File: src/sarseq_map.svh
// Register offsets, field positions, reset values and timing counts of the
// conversion sequencer. Included by the package user files; definitions only.
// What this block does
// - A start enables the trial clock and clears the approximation register first.
// - A running conversion always completes; nothing aborts or restarts it.
// - While converting, the result is withheld from the outputs.
// - The register, stepped by the trial clock, raises end-of-convert after its last trial.
// - End-of-convert stops the trial clock and drops the busy status output.
// - After completion a read command may place the result on the outputs.
// - Trials go one bit at a time from the top bit down to the bottom bit in a full conversion, down to bit 4 in a short one.
// - Each trial bit is set and kept if the comparator says below, else cleared.
// - After the trials the register holds the 12-bit binary result in a full conversion, and the top 8 result bits over zeros in a short one.
// - The code is straight binary; a full conversion gives all zeros at range bottom and all ones at top, a short one hex 008 and hex FF8.
// - Busy is high only while converting, and data pins float meanwhile.
// - A start while busy neither resets the sequencer nor begins a conversion.
// - The length select is latched at start; high gives 8 trials, low gives 12.
// - After a short conversion the three lowest bits read zero and bit 3 reads one.
`ifndef SARSEQ_MAP_SVH
`define SARSEQ_MAP_SVH

// ============================================================
// Register offsets (byte addresses)
`define SARSEQ_OFF_CTRL 8'h00
`define SARSEQ_OFF_STATUS 8'h04
`define SARSEQ_OFF_RESULT 8'h08
`define SARSEQ_OFF_INT_STAT 8'h0C
`define SARSEQ_OFF_INT_MASK 8'h10

// ============================================================
// Field positions
`define SARSEQ_CTRL_START 0
`define SARSEQ_CTRL_SHORT 1
`define SARSEQ_ST_BUSY 0
`define SARSEQ_ST_VALID 1
`define SARSEQ_ST_SHORT 2
`define SARSEQ_INT_EOC 0
`define SARSEQ_INT_IGNORED 1

// ============================================================
// Reset values
`define SARSEQ_RST_MASK 2'h0
`define SARSEQ_RST_SHORT 1'b0

// ============================================================
// Timing: full conversion time, clock period and trial count, per-trial cycle count derived
`define SARSEQ_CONV_US 25
`define SARSEQ_CLK_NS 25
`define SARSEQ_FULL_TRIALS 12
`define SARSEQ_TRIAL_CYC ((`SARSEQ_CONV_US * 1000 / `SARSEQ_CLK_NS) / `SARSEQ_FULL_TRIALS)

`endif

File: src/sarseq_pkg.sv
// Types shared by the conversion sequencer modules.
// Assumes nothing of its surroundings.
package sarseq_pkg;
  typedef enum logic {SARSEQ_IDLE, SARSEQ_RUN} sarseq_state_e;
  typedef logic [1:0] sarseq_irq_t;
endpackage

File: src/sarseq_clk_if.sv
// Trial clock control between sequencer and trial clock generator.
// Assumes both ends run on the same bus clock.
`timescale 1ns/1ps
interface sarseq_clk_if;
  logic run;
  logic tick;
  modport gen (input run, output tick);
  modport seq (output run, input tick);
endinterface

File: src/sarseq_sync.sv
// Two-stage synchroniser for asynchronous pins, one stage pair per bit.
// Assumes the inputs may change at any time relative to pclk.
`timescale 1ns/1ps
module sarseq_sync #(
  parameter int W = 1
) (
  input wire logic pclk,
  input wire logic presetn,
  input wire logic ce,
  input wire logic [W-1:0] d,
  output logic [W-1:0] q
);
  for (genvar i = 0; i < W; i++) begin : g_bit
    logic meta_q;
    always_ff @(posedge pclk or negedge presetn) begin
      if (!presetn) begin
        meta_q <= 1'b0;
        q[i] <= 1'b0;
      end else if (ce) begin
        meta_q <= d[i];
        q[i] <= meta_q;
      end
    end
  end
endmodule // sarseq_sync

File: src/sarseq_clkgen.sv
// Trial clock generator: a divider that only counts while enabled.
// Assumes the sequencer holds run high for the whole conversion.
`timescale 1ns/1ps
`include "sarseq_map.svh"
module sarseq_clkgen
  import sarseq_pkg::*;
#(
  parameter int TRIAL_CYC = `SARSEQ_TRIAL_CYC
) (
  input wire logic pclk,
  input wire logic presetn,
  input wire logic ce,
  sarseq_clk_if.gen clk_ctl
);
  localparam int CW = (TRIAL_CYC > 1) ? $clog2(TRIAL_CYC) : 1;
  logic [CW-1:0] cnt_q;

  // Stopping the divider also restarts its phase, so every trial is full length.
  always_ff @(posedge pclk or negedge presetn) begin
    if (!presetn) begin
      cnt_q <= '0;
    end else if (ce) begin
      if (!clk_ctl.run || cnt_q == CW'(TRIAL_CYC - 1)) begin
        cnt_q <= '0;
      end else begin
        cnt_q <= cnt_q + CW'(1);
      end
    end
  end

  assign clk_ctl.tick = clk_ctl.run && (cnt_q == CW'(TRIAL_CYC - 1));
endmodule // sarseq_clkgen

File: src/sarseq_top.sv
// Successive-approximation conversion sequencer with an APB register file.
// Assumes an analog comparator and trial DAC outside, and asynchronous pins
// for start, length select and read command.
//
// Added by the designer: the placing of the registers and the APB slave port.
`timescale 1ns/1ps
`include "sarseq_map.svh"
module sarseq_top
  import sarseq_pkg::*;
#(
  parameter int RES_W = 12,
  parameter int SHORT_TRIALS = 8,
  parameter int TRIAL_CYC = `SARSEQ_TRIAL_CYC
) (
  input wire logic pclk,
  input wire logic presetn,
  input wire logic ce,
  input wire logic psel,
  input wire logic penable,
  input wire logic pwrite,
  input wire logic [7:0] paddr,
  input wire logic [31:0] pwdata,
  output logic [31:0] prdata,
  output logic pready,
  output logic pslverr,
  input wire logic start_pin,
  input wire logic length_byte_select,
  input wire logic read_cmd_pin,
  input wire logic comp_below,
  output logic [RES_W-1:0] capacitor_trial_dac,
  output logic conversion_busy_status,
  output logic [RES_W-1:0] data_out,
  output logic data_oe,
  output logic irq
);

  // ============================================================
  // Pin synchronisers

  localparam int IW = $clog2(RES_W);
  localparam int LAST_SHORT = RES_W - SHORT_TRIALS;

  logic start_s;
  logic len_s;
  logic read_s;
  logic comp_s;
  logic start_prev_q;

  sarseq_sync #(
    .W(4)
  ) u_sync (
    .pclk(pclk),
    .presetn(presetn),
    .ce(ce),
    .d({start_pin, length_byte_select, read_cmd_pin, comp_below}),
    .q({start_s, len_s, read_s, comp_s})
  );

  always_ff @(posedge pclk or negedge presetn) begin
    if (!presetn) begin
      start_prev_q <= 1'b0;
    end else if (ce) begin
      start_prev_q <= start_s;
    end
  end

  // ============================================================
  // Trial clock

  sarseq_clk_if clk_ctl ();

  sarseq_clkgen #(
    .TRIAL_CYC(TRIAL_CYC)
  ) u_clkgen (
    .pclk(pclk),
    .presetn(presetn),
    .ce(ce),
    .clk_ctl(clk_ctl)
  );

  // ============================================================
  // APB decode

  logic setup_rd;
  logic acc;
  logic wr_acc;
  logic rd_acc;
  logic hit;
  logic [31:0] rd_mux;

  assign setup_rd = psel && !penable && !pwrite;
  assign acc = psel && penable;
  assign wr_acc = acc && pwrite;
  assign rd_acc = acc && !pwrite;

  always_comb begin
    unique case (paddr)
      `SARSEQ_OFF_CTRL,
      `SARSEQ_OFF_STATUS,
      `SARSEQ_OFF_RESULT,
      `SARSEQ_OFF_INT_STAT,
      `SARSEQ_OFF_INT_MASK: hit = 1'b1;
      default: hit = 1'b0;
    endcase
  end

  // Zero-wait slave: every access completes in its first access cycle.
  assign pready = 1'b1;
  assign pslverr = acc && !hit;

  // ============================================================
  // Start arbitration

  sarseq_state_e state_q;
  logic sw_start;
  logic pin_start;
  logic start_req;
  logic start_go;
  logic start_lost;
  logic short_cfg_q;
  logic short_q;

  assign sw_start = wr_acc && paddr == `SARSEQ_OFF_CTRL && pwdata[`SARSEQ_CTRL_START];
  assign pin_start = start_s && !start_prev_q;
  assign start_req = sw_start || pin_start;
  assign start_go = start_req && state_q == SARSEQ_IDLE;
  // A start during a conversion is only recorded, never acted on.
  assign start_lost = start_req && state_q == SARSEQ_RUN;

  always_ff @(posedge pclk or negedge presetn) begin
    if (!presetn) begin
      short_cfg_q <= `SARSEQ_RST_SHORT;
    end else if (ce && wr_acc && paddr == `SARSEQ_OFF_CTRL) begin
      short_cfg_q <= pwdata[`SARSEQ_CTRL_SHORT];
    end
  end

  // Software and pin requests share one length latch; the pin wins if both.
  always_ff @(posedge pclk or negedge presetn) begin
    if (!presetn) begin
      short_q <= `SARSEQ_RST_SHORT;
    end else if (ce && start_go) begin
      short_q <= pin_start ? len_s : short_cfg_q;
    end
  end

  // ============================================================
  // Approximation sequencer

  logic [RES_W-1:0] sar_q;
  logic [IW-1:0] idx_q;
  logic [IW-1:0] last_idx;
  logic last_trial;
  logic eoc;

  assign last_idx = short_q ? IW'(LAST_SHORT) : '0;
  assign last_trial = idx_q == last_idx;
  assign eoc = state_q == SARSEQ_RUN && clk_ctl.tick && last_trial;

  always_ff @(posedge pclk or negedge presetn) begin
    if (!presetn) begin
      state_q <= SARSEQ_IDLE;
    end else if (ce) begin
      unique case (state_q)
        SARSEQ_IDLE: begin
          if (start_go) begin
            state_q <= SARSEQ_RUN;
          end
        end
        SARSEQ_RUN: begin
          // Only the last trial leaves this state; no input aborts it.
          if (eoc) begin
            state_q <= SARSEQ_IDLE;
          end
        end
      endcase
    end
  end

  assign clk_ctl.run = state_q == SARSEQ_RUN;

  always_ff @(posedge pclk or negedge presetn) begin
    if (!presetn) begin
      idx_q <= '0;
    end else if (ce) begin
      if (start_go) begin
        idx_q <= IW'(RES_W - 1);
      end else if (clk_ctl.tick && !last_trial) begin
        idx_q <= idx_q - IW'(1);
      end
    end
  end

  always_ff @(posedge pclk or negedge presetn) begin
    if (!presetn) begin
      sar_q <= '0;
    end else if (ce) begin
      if (start_go) begin
        sar_q <= '0;
      end else if (clk_ctl.tick) begin
        sar_q[idx_q] <= comp_s;
      end
    end
  end

  // The trial bit is presented for the whole trial period so the comparator
  // and its synchroniser have settled long before the sampling tick.
  always_ff @(posedge pclk or negedge presetn) begin
    if (!presetn) begin
      capacitor_trial_dac <= '0;
    end else if (ce) begin
      if (start_go) begin
        capacitor_trial_dac <= {1'b1, {(RES_W - 1){1'b0}}};
      end else if (clk_ctl.tick) begin
        capacitor_trial_dac <= sar_q;
        capacitor_trial_dac[idx_q] <= comp_s;
        if (!last_trial) begin
          capacitor_trial_dac[idx_q - IW'(1)] <= 1'b1;
        end
      end
    end
  end

  // ============================================================
  // Result and status

  logic [RES_W-1:0] final_code;
  logic valid_q;

  // Straight binary: the register bits are the code with no offset applied.
  always_comb begin
    final_code = sar_q;
    final_code[idx_q] = comp_s;
    if (short_q) begin
      final_code[LAST_SHORT-1:0] = {1'b1, {(LAST_SHORT - 1){1'b0}}};
    end
  end

  always_ff @(posedge pclk or negedge presetn) begin
    if (!presetn) begin
      data_out <= '0;
    end else if (ce && eoc) begin
      data_out <= final_code;
    end
  end

  always_ff @(posedge pclk or negedge presetn) begin
    if (!presetn) begin
      valid_q <= 1'b0;
    end else if (ce) begin
      if (start_go) begin
        valid_q <= 1'b0;
      end else if (eoc) begin
        valid_q <= 1'b1;
      end
    end
  end

  always_ff @(posedge pclk or negedge presetn) begin
    if (!presetn) begin
      conversion_busy_status <= 1'b0;
    end else if (ce) begin
      if (start_go) begin
        conversion_busy_status <= 1'b1;
      end else if (eoc) begin
        conversion_busy_status <= 1'b0;
      end
    end
  end

  // Pins float while busy, and also until the first result exists.
  assign data_oe = read_s && valid_q && !conversion_busy_status;

  // ============================================================
  // Interrupts

  sarseq_irq_t int_stat_q;
  sarseq_irq_t int_mask_q;
  sarseq_irq_t int_set;
  sarseq_irq_t int_clr;

  assign int_set[`SARSEQ_INT_EOC] = eoc;
  assign int_set[`SARSEQ_INT_IGNORED] = start_lost;
  // Only bits software actually saw at setup are cleared, so an event
  // arriving between setup and access survives the read.
  assign int_clr = (rd_acc && paddr == `SARSEQ_OFF_INT_STAT) ?
                   prdata[1:0] : '0;

  always_ff @(posedge pclk or negedge presetn) begin
    if (!presetn) begin
      int_stat_q <= '0;
    end else if (ce) begin
      int_stat_q <= (int_stat_q & ~int_clr) | int_set;
    end
  end

  always_ff @(posedge pclk or negedge presetn) begin
    if (!presetn) begin
      int_mask_q <= `SARSEQ_RST_MASK;
    end else if (ce && wr_acc && paddr == `SARSEQ_OFF_INT_MASK) begin
      int_mask_q <= pwdata[1:0];
    end
  end

  always_ff @(posedge pclk or negedge presetn) begin
    if (!presetn) begin
      irq <= 1'b0;
    end else if (ce) begin
      irq <= |(((int_stat_q & ~int_clr) | int_set) & int_mask_q);
    end
  end

  // ============================================================
  // Read data

  always_comb begin
    rd_mux = '0;
    unique case (paddr)
      `SARSEQ_OFF_CTRL: begin
        rd_mux[`SARSEQ_CTRL_SHORT] = short_cfg_q;
      end
      `SARSEQ_OFF_STATUS: begin
        rd_mux[`SARSEQ_ST_BUSY] = conversion_busy_status;
        rd_mux[`SARSEQ_ST_VALID] = valid_q;
        rd_mux[`SARSEQ_ST_SHORT] = short_q;
      end
      `SARSEQ_OFF_RESULT: begin
        if (!conversion_busy_status) begin
          rd_mux[RES_W-1:0] = data_out;
        end
      end
      `SARSEQ_OFF_INT_STAT: begin
        rd_mux[1:0] = int_stat_q;
      end
      `SARSEQ_OFF_INT_MASK: begin
        rd_mux[1:0] = int_mask_q;
      end
      default: begin
        rd_mux = '0;
      end
    endcase
  end

  // Read data is captured in the setup cycle and held through the access.
  always_ff @(posedge pclk or negedge presetn) begin
    if (!presetn) begin
      prdata <= '0;
    end else if (ce && setup_rd) begin
      prdata <= rd_mux;
    end
  end

endmodule // sarseq_top

File: config.mk
export PLATFORM = sky130hd
export DESIGN_NAME = sarseq_top
export DESIGN_NICKNAME = d
export VERILOG_FILES = /design/src/sarseq_pkg.sv /design/src/sarseq_clk_if.sv /design/src/sarseq_sync.sv /design/src/sarseq_clkgen.sv /design/src/sarseq_top.sv
export VERILOG_INCLUDE_DIRS = /design/src /design/src/src
export SDC_FILE = /design/constraint.sdc
export NUM_CORES = 1
export LEC_CHECK = 0
export BUFFER_PORTS_ARGS = -buffer_cell sky130_fd_sc_hd__buf_2
export CORE_MARGIN = 5
export CORE_UTILIZATION = 44
export DETAILED_ROUTE_END_ITERATION = 8
export PLACE_DENSITY = 0.73
export SYNTH_ARGS = -nofsm -noshare
export SYNTH_HDL_FRONTEND = slang
export SYNTH_SLANG_ARGS = --single-unit
export TNS_END_PERCENT = 1
File: constraint.sdc
create_clock -name pclk -period 2.5 [get_ports pclk]
set_clock_uncertainty 0.15 [all_clocks]
set_input_delay 0.25 -clock pclk [delete_from_list [all_inputs] [get_ports pclk]]
set_output_delay 0.25 -clock pclk [all_outputs]
set_load 0.05 [all_outputs]
Word level (Yosys, flattened, before mapping)
Index checks and enable logic that the tools add are counted.
{"block": "word_totals", "wordCells": 115, "reg_bits": 78, "out_inout_bits": 61, "in_bits": 50}
{"block": "classes", "mux": 30, "order_cmp": 4, "n_reduce_logical": 44, "n_addsub": 2, "bitwise_logic": 6, "n_eq_ne": 6}
{"op": "two-way mux 12 bit", "n": 6}
{"op": "logical AND 1 bit", "n": 26}
{"op": "equality test 8 x 4 -> 1 bit, second input constant", "n": 2}
{"op": "bitwise mux 12 bit", "n": 1}
{"op": "two-way mux 4 bit", "n": 3}
{"op": "bitwise OR 12 bit", "n": 1}
{"op": "< comparator 4 x 5 -> 1 bit, second input constant", "n": 2}
{"op": "two-way mux 1 bit", "n": 10}
{"op": "two-way mux 9 bit", "n": 1}
{"op": "demux 1 bit (select 4 bit)", "n": 2}
{"op": "equality test 8 x 3 -> 1 bit, second input constant", "n": 1}
{"op": "equality test 8 x 5 -> 1 bit, second input constant", "n": 1}
{"op": ">= comparator 4 x 1 -> 1 bit, second input constant", "n": 2}
{"op": "logical NOT 8 bit", "n": 1}
{"op": "adder 7 x 1 -> 7 bit, second input constant", "n": 1}
{"op": "equality test 7 bit, second input constant", "n": 1}
{"op": "logical NOT 1 bit", "n": 7}
{"op": "two-way mux 7 bit", "n": 1}
{"op": "AND reduction 2 bit", "n": 3}
{"op": "nonzero test 2 bit", "n": 3}
{"op": "case mux 1 bit (5 select lines)", "n": 1}
{"op": "OR reduction 5 bit", "n": 1}
{"op": "AND 2 bit", "n": 2}
{"op": "equality test 4 x 3 -> 1 bit", "n": 1}
{"op": "10 further kinds", "n": 12}

Depth between registers and ports, before layout
{"block": "logic_depth", "ltp_word": 9, "ltp_mapped": 8, "ltp_nobuf": 6}

Modules after synthesis
A second synthesis with hierarchy kept.
{"block": "unflattened", "hier_cells": 410, "area_unflattened_um2": 4091.4}
{"mod": "sarseq_top", "cells_per_inst": 350, "instances": 1, "seq_area_each_um2": 1576.5, "area_each_um2": 3329.4}
{"mod": "sarseq_clkgen", "cells_per_inst": 43, "instances": 1, "seq_area_each_um2": 175.2, "area_each_um2": 430.4}
{"mod": "sarseq_sync", "cells_per_inst": 17, "instances": 1, "seq_area_each_um2": 200.2, "area_each_um2": 331.6}

Least setup slack after synthesis
No wires, ideal clock.
{"block": "synth_timing", "path_type": "input to register", "startpoint": "input paddr[2]", "endpoint": "register short_q", "n_path_buf": 1, "required_time_ns": 2.225, "setup_time_ns": 0.125, "slack_ns": 0.382, "path_stages": 5, "arrival_ns": 1.843, "cell_sequence": "buf_2 > or4bb_1 > nor4_4 > o21a_1 > mux2_2"}
{"block": "synth_via", "elab_chain_len": 6}
{"item": "start, declared", "line": "sarseq_top.sv:21", "text": "input wire logic [7:0] paddr,"}
{"item": "logical NOT 8 bit"}
{"item": "logical AND 1 bit (no line)"}
{"item": "logical AND 1 bit", "line": "sarseq_top.sv:123", "text": "assign sw_start = wr_acc && paddr == `SARSEQ_OFF_CTRL && pwdata[`SARSEQ_CTRL_START];"}
{"item": "logical OR 1 bit", "line": "sarseq_top.sv:125", "text": "assign start_req = sw_start || pin_start;"}
{"item": "logical AND 1 bit", "line": "sarseq_top.sv:126", "text": "assign start_go = start_req && state_q == SARSEQ_IDLE;"}
{"item": "logical AND 1 bit", "line": "sarseq_top.sv:142", "text": "end else if (ce && start_go) begin"}
{"item": "end signal, assigned", "line": "sarseq_top.sv:141", "text": "short_q <= `SARSEQ_RST_SHORT;"}
{"item": "end signal, assigned", "line": "sarseq_top.sv:143", "text": "short_q <= pin_start ? len_s : short_cfg_q;"}
{"item": "end, declared", "line": "sarseq_top.sv:121", "text": "logic short_q;"}
No other way between the ends.
A chain may end at the register's enable or synchronous reset.

Worst setup path after layout
{"block": "layout_timing", "startpoint": "register u_clkgen.cnt_q[5]", "endpoint": "register capacitor_trial_dac[5]"}
{"block": "layout_via", "elab_chain_len": 4}
{"item": "start, declared", "line": "sarseq_clkgen.sv:16", "text": "logic [CW-1:0] cnt_q;"}
{"item": "start signal, assigned", "line": "sarseq_clkgen.sv:26", "text": "cnt_q <= cnt_q + CW'(1);"}
{"item": "equality test 7 bit", "line": "sarseq_clkgen.sv:31", "text": "assign clk_ctl.tick = clk_ctl.run && (cnt_q == CW'(TRIAL_CYC - 1));"}
{"item": "logical AND 1 bit", "line": "sarseq_clkgen.sv:31"}
{"item": "nonzero test 2 bit (no line)"}
{"item": "AND reduction 2 bit (no line)"}
{"item": "end signal, assigned", "line": "sarseq_top.sv:213", "text": "capacitor_trial_dac <= {1'b1, {(RES_W - 1){1'b0}}};"}
{"item": "end signal, assigned", "line": "sarseq_top.sv:215", "text": "capacitor_trial_dac <= sar_q;"}
{"item": "end signal, assigned by index", "line": "sarseq_top.sv:216", "text": "capacitor_trial_dac[idx_q] <= comp_s;"}
{"item": "end, declared", "line": "sarseq_top.sv:30", "text": "output logic [RES_W-1:0] capacitor_trial_dac,"}
No other way between the ends.

==> metrics.csv <==
stage,metric,value,unit
routing,1st-iter DRT viols,273,
global_route,layer with the highest usage,met2,
timing,fin crit period,2.297,ns
timing,setup_tns,0,ns
global_route,met1 Use GR,22.80,%
floorplanning,core area,9109,um2
critical_path,Crit path arrival time,2.43,ns
routing,Detailed Route WL,9225,um
clock_tree,CTS tree,yes,
synthesis,Post-Synthesis Cells,383,
clock_tree,later-pin clock latency in the skew report,0.35,ns
synthesis,sequential element share of the synthesized area,48.07,%
clock_tree,setup bufs post-CTS,0,
layout,fin util,51.94,%
global_route,vias in the first global route,3092,
clock_tree,CTS Buf Count,9,
global_route,first-pass GRT wire length,15600,um
synthesis,ys flop type,dfrtp_1,
critical_path,CP startpoint kind,register,
floorplanning,num rows,35,
routing,# DRC,0,
synthesis,Syn. warnings,0,
outcome,outcome,completed,
critical_path,Worst setup EP type,register,
floorplanning,die area,11250,um2
pwr,peak supply drop,0.2960,mV
routing,number of vias per cell after detailed routing,5.522,
routing,drt first pass iters,4,
timing,Setup-failing EPs final,0,
floorplanning,Starting Density,44.57,%
global_route,largest net degree at the start of global routing,46,
clock_tree,clock sinks,78,
timing,RSZ-0062 raised after global routing,false,
job,max-cap violation count,0,
pwr,PwrDens,595.4,nW/um2
critical_path,Required @ worst endpoint,2.63,ns
timing,Tcrit/Tclk final,91.88,%
placement,Final GP Congestion,0.8853,
synthesis,Synth async-reset ratio,100.0,%
synthesis,Post-synth EDFFs,0,
synthesis,dominant cell type by area after synthesis,dfrtp_1,
floorplanning,I/O pin count,111,
synthesis,Post-Syn Area,4060,um2
synthesis,Avg Inst Size Synth,10.60,um2
min_path,Hold Path Depth,2,
global_route,gr ovfl total,0,
timing,"Hold Vio Cnt, Final",0,
clock_tree,Clock Pin Slew Worst Setup and Hold Paths,0.08,ns
clock_tree,H-tree levels,3,
timing,f_max,435.4,MHz
critical_path,kind of critical path,reg -> reg,
timing,slew of the pin with the lowest slew margin,0.7208,ns
clock_tree,PostCTS Resize Cnt,0,
synthesis,top area cells in the synthesized netlist,"dfrtp_1 48%, mux2_2 5.3%, buf_4 3.9%, a22o_1 3.5%, nor2_1 3.1%",
placement,dpl hpwl,6708,um
min_path,Hold WC Path Type,in -> reg,
floorplanning,Die X-Extent,106.1,um
synthesis,synth cell count leaders,"78 x dfrtp_1, 34 x nor2_1, 21 x buf_4",
synthesis,most numerous cell in the Yosys netlist,dfrtp_1,
layout,Final Net Count,507,
routing,count of antenna-violating nets left after detailed routing,0,
clock_tree,root buf cell,clkbuf_8,
global_route,met2 Track Usage GR,27.37,%
global_route,met3 GRT Util,4.918,%
layout,Syn-to-layout area delta,16.52,%
floorplanning,Die Y,106.1,um
synthesis,top cell type's share of synthesized area,48.07,%
timing,worst rel slew slack,51.84,%
layout,layout cell share with drive strength beyond 1,29.17,%
global_route,antenna violations before repair,0,
routing,vias post-DR,3131,
global_route,All-Layer GR Usage,17.28,%
critical_path,worst-path fanout max,12,
critical_path,R2R depth,4,
placement,port bufs,59,
routing,DR WL/cell,16.27,um
timing,final max-slew violation count,0,
clock_tree,Clock Path Buffers,2,
layout,ant diodes,0,
synthesis,"FF+latch count, synth",78,
synthesis,Yosys cell types,61,
pwr,Lkg Pwr,2.340,nW
## cell families after synthesis
kind of cell	count (synthesis)	synth area share, %
compound gates	86	16.15
xor+xnor	8	1.726
fa+ha+maj	6	1.849
buf+inv	58	7.858
flops	78	48.07
mux	29	7.735
other cells	2	0.1850
simple gates	116	16.43
## critical path, cell delays in order (launching register included)
cell and delay [ns]:
dfrtp_1 0.42, or4b_4 0.59, or2_2 0.43, nor4_2 0.42, a221o_1 0.23
## report_power, final
part	internal, W	switching [W]	total (W)
logic	0.000133	0.000230	0.000363
clock network	0.000563	0.000483	0.00105
registers	0.00133	0.0000779	0.00141
## metrics by stage
stage | worst slack, ns | total power (W) | area, um2 | hold WS (ns) | instances
CTS | 0.1887 | 0.002840 | 4731 | 0.01188 | 567
detailed placement | 0.2243 | 0.001786 | 4448 | 0.1390 | 545
floorplan | 0.3822 | 0.001698 | 4131 | -0.1956 | 402
global placement | 0.2267 | 0.001771 | 4448 | 0.1303 | 545
global route | 0.09770 | 0.002947 | 4731 | 0.03119 | 567
finish | 0.2031 | 0.002817 | 4731 | 0.02429 | 567
## cells in the final DEF, fill, tap and decap left out, types with 9 or more instances in the layout
master	count
a21oi_1	16
a22o_1	16
buf_2	58
buf_4	17
clkbuf_8	9
conb_1	21
dfrtp_1	78
inv_1	14
mux2_2	19
mux2i_1	10
nand2_1	16
nand3_1	14
nor2_1	34
o21ai_0	13
## metal layers
layer | part of all wire (%) | up-vias
li1 | - | 1487
met4 | 1.6 | 0
met2 | 47 | 121
met3 | 7.4 | 10
met5 | 0 | -
met1 | 44 | 1513
## path summary, 6_finish.rpt
check,slack [ns],startpoint,end
setup / recovery,0.20,u_clkgen.cnt_q[5],capacitor_trial_dac[5]
hold / removal,0.02,pwdata[0],int_mask_q[0]
max in group asynchronous,1.34,presetn,idx_q[2]
setup reg to reg,0.20,u_clkgen.cnt_q[5],capacitor_trial_dac[5]
hold reg to reg,0.33,prdata[2],prdata[2]
min in group asynchronous,0.28,presetn,u_sync.g_bit[3].meta_q
## flip-flops by register name, indices dropped and copies added, names as in the netlist, 2 cells and up
| register | flops |
|---|---|
| capacitor_trial_dac | 12 |
| data_out | 12 |
| prdata | 12 |
| sar_q | 12 |
| u_clkgen.cnt_q | 7 |
| idx_q | 4 |
| u_sync.g_bit.meta_q | 4 |
| u_sync.q | 4 |
| int_mask_q | 2 |
| int_stat_q | 2 |
## final cells by class
cell class / instances / area, um2
sequential: 78 / 1952
fill: 772 / 4378
clock inverter: 7 / 98.84
timing repair buffer: 82 / 498.0
inverter: 14 / 52.55
multi-input combinational: 266 / 1867
clock buffer: 9 / 123.9
tap: 111 / 138.9
## what timing repair did
action                                 in CTS  in global routing
hold buffers                                6                  0
endpoints found under the hold margin      50                  0
setup endpoints to repair                   0                  0
Power figures use the tool's default switching activity.
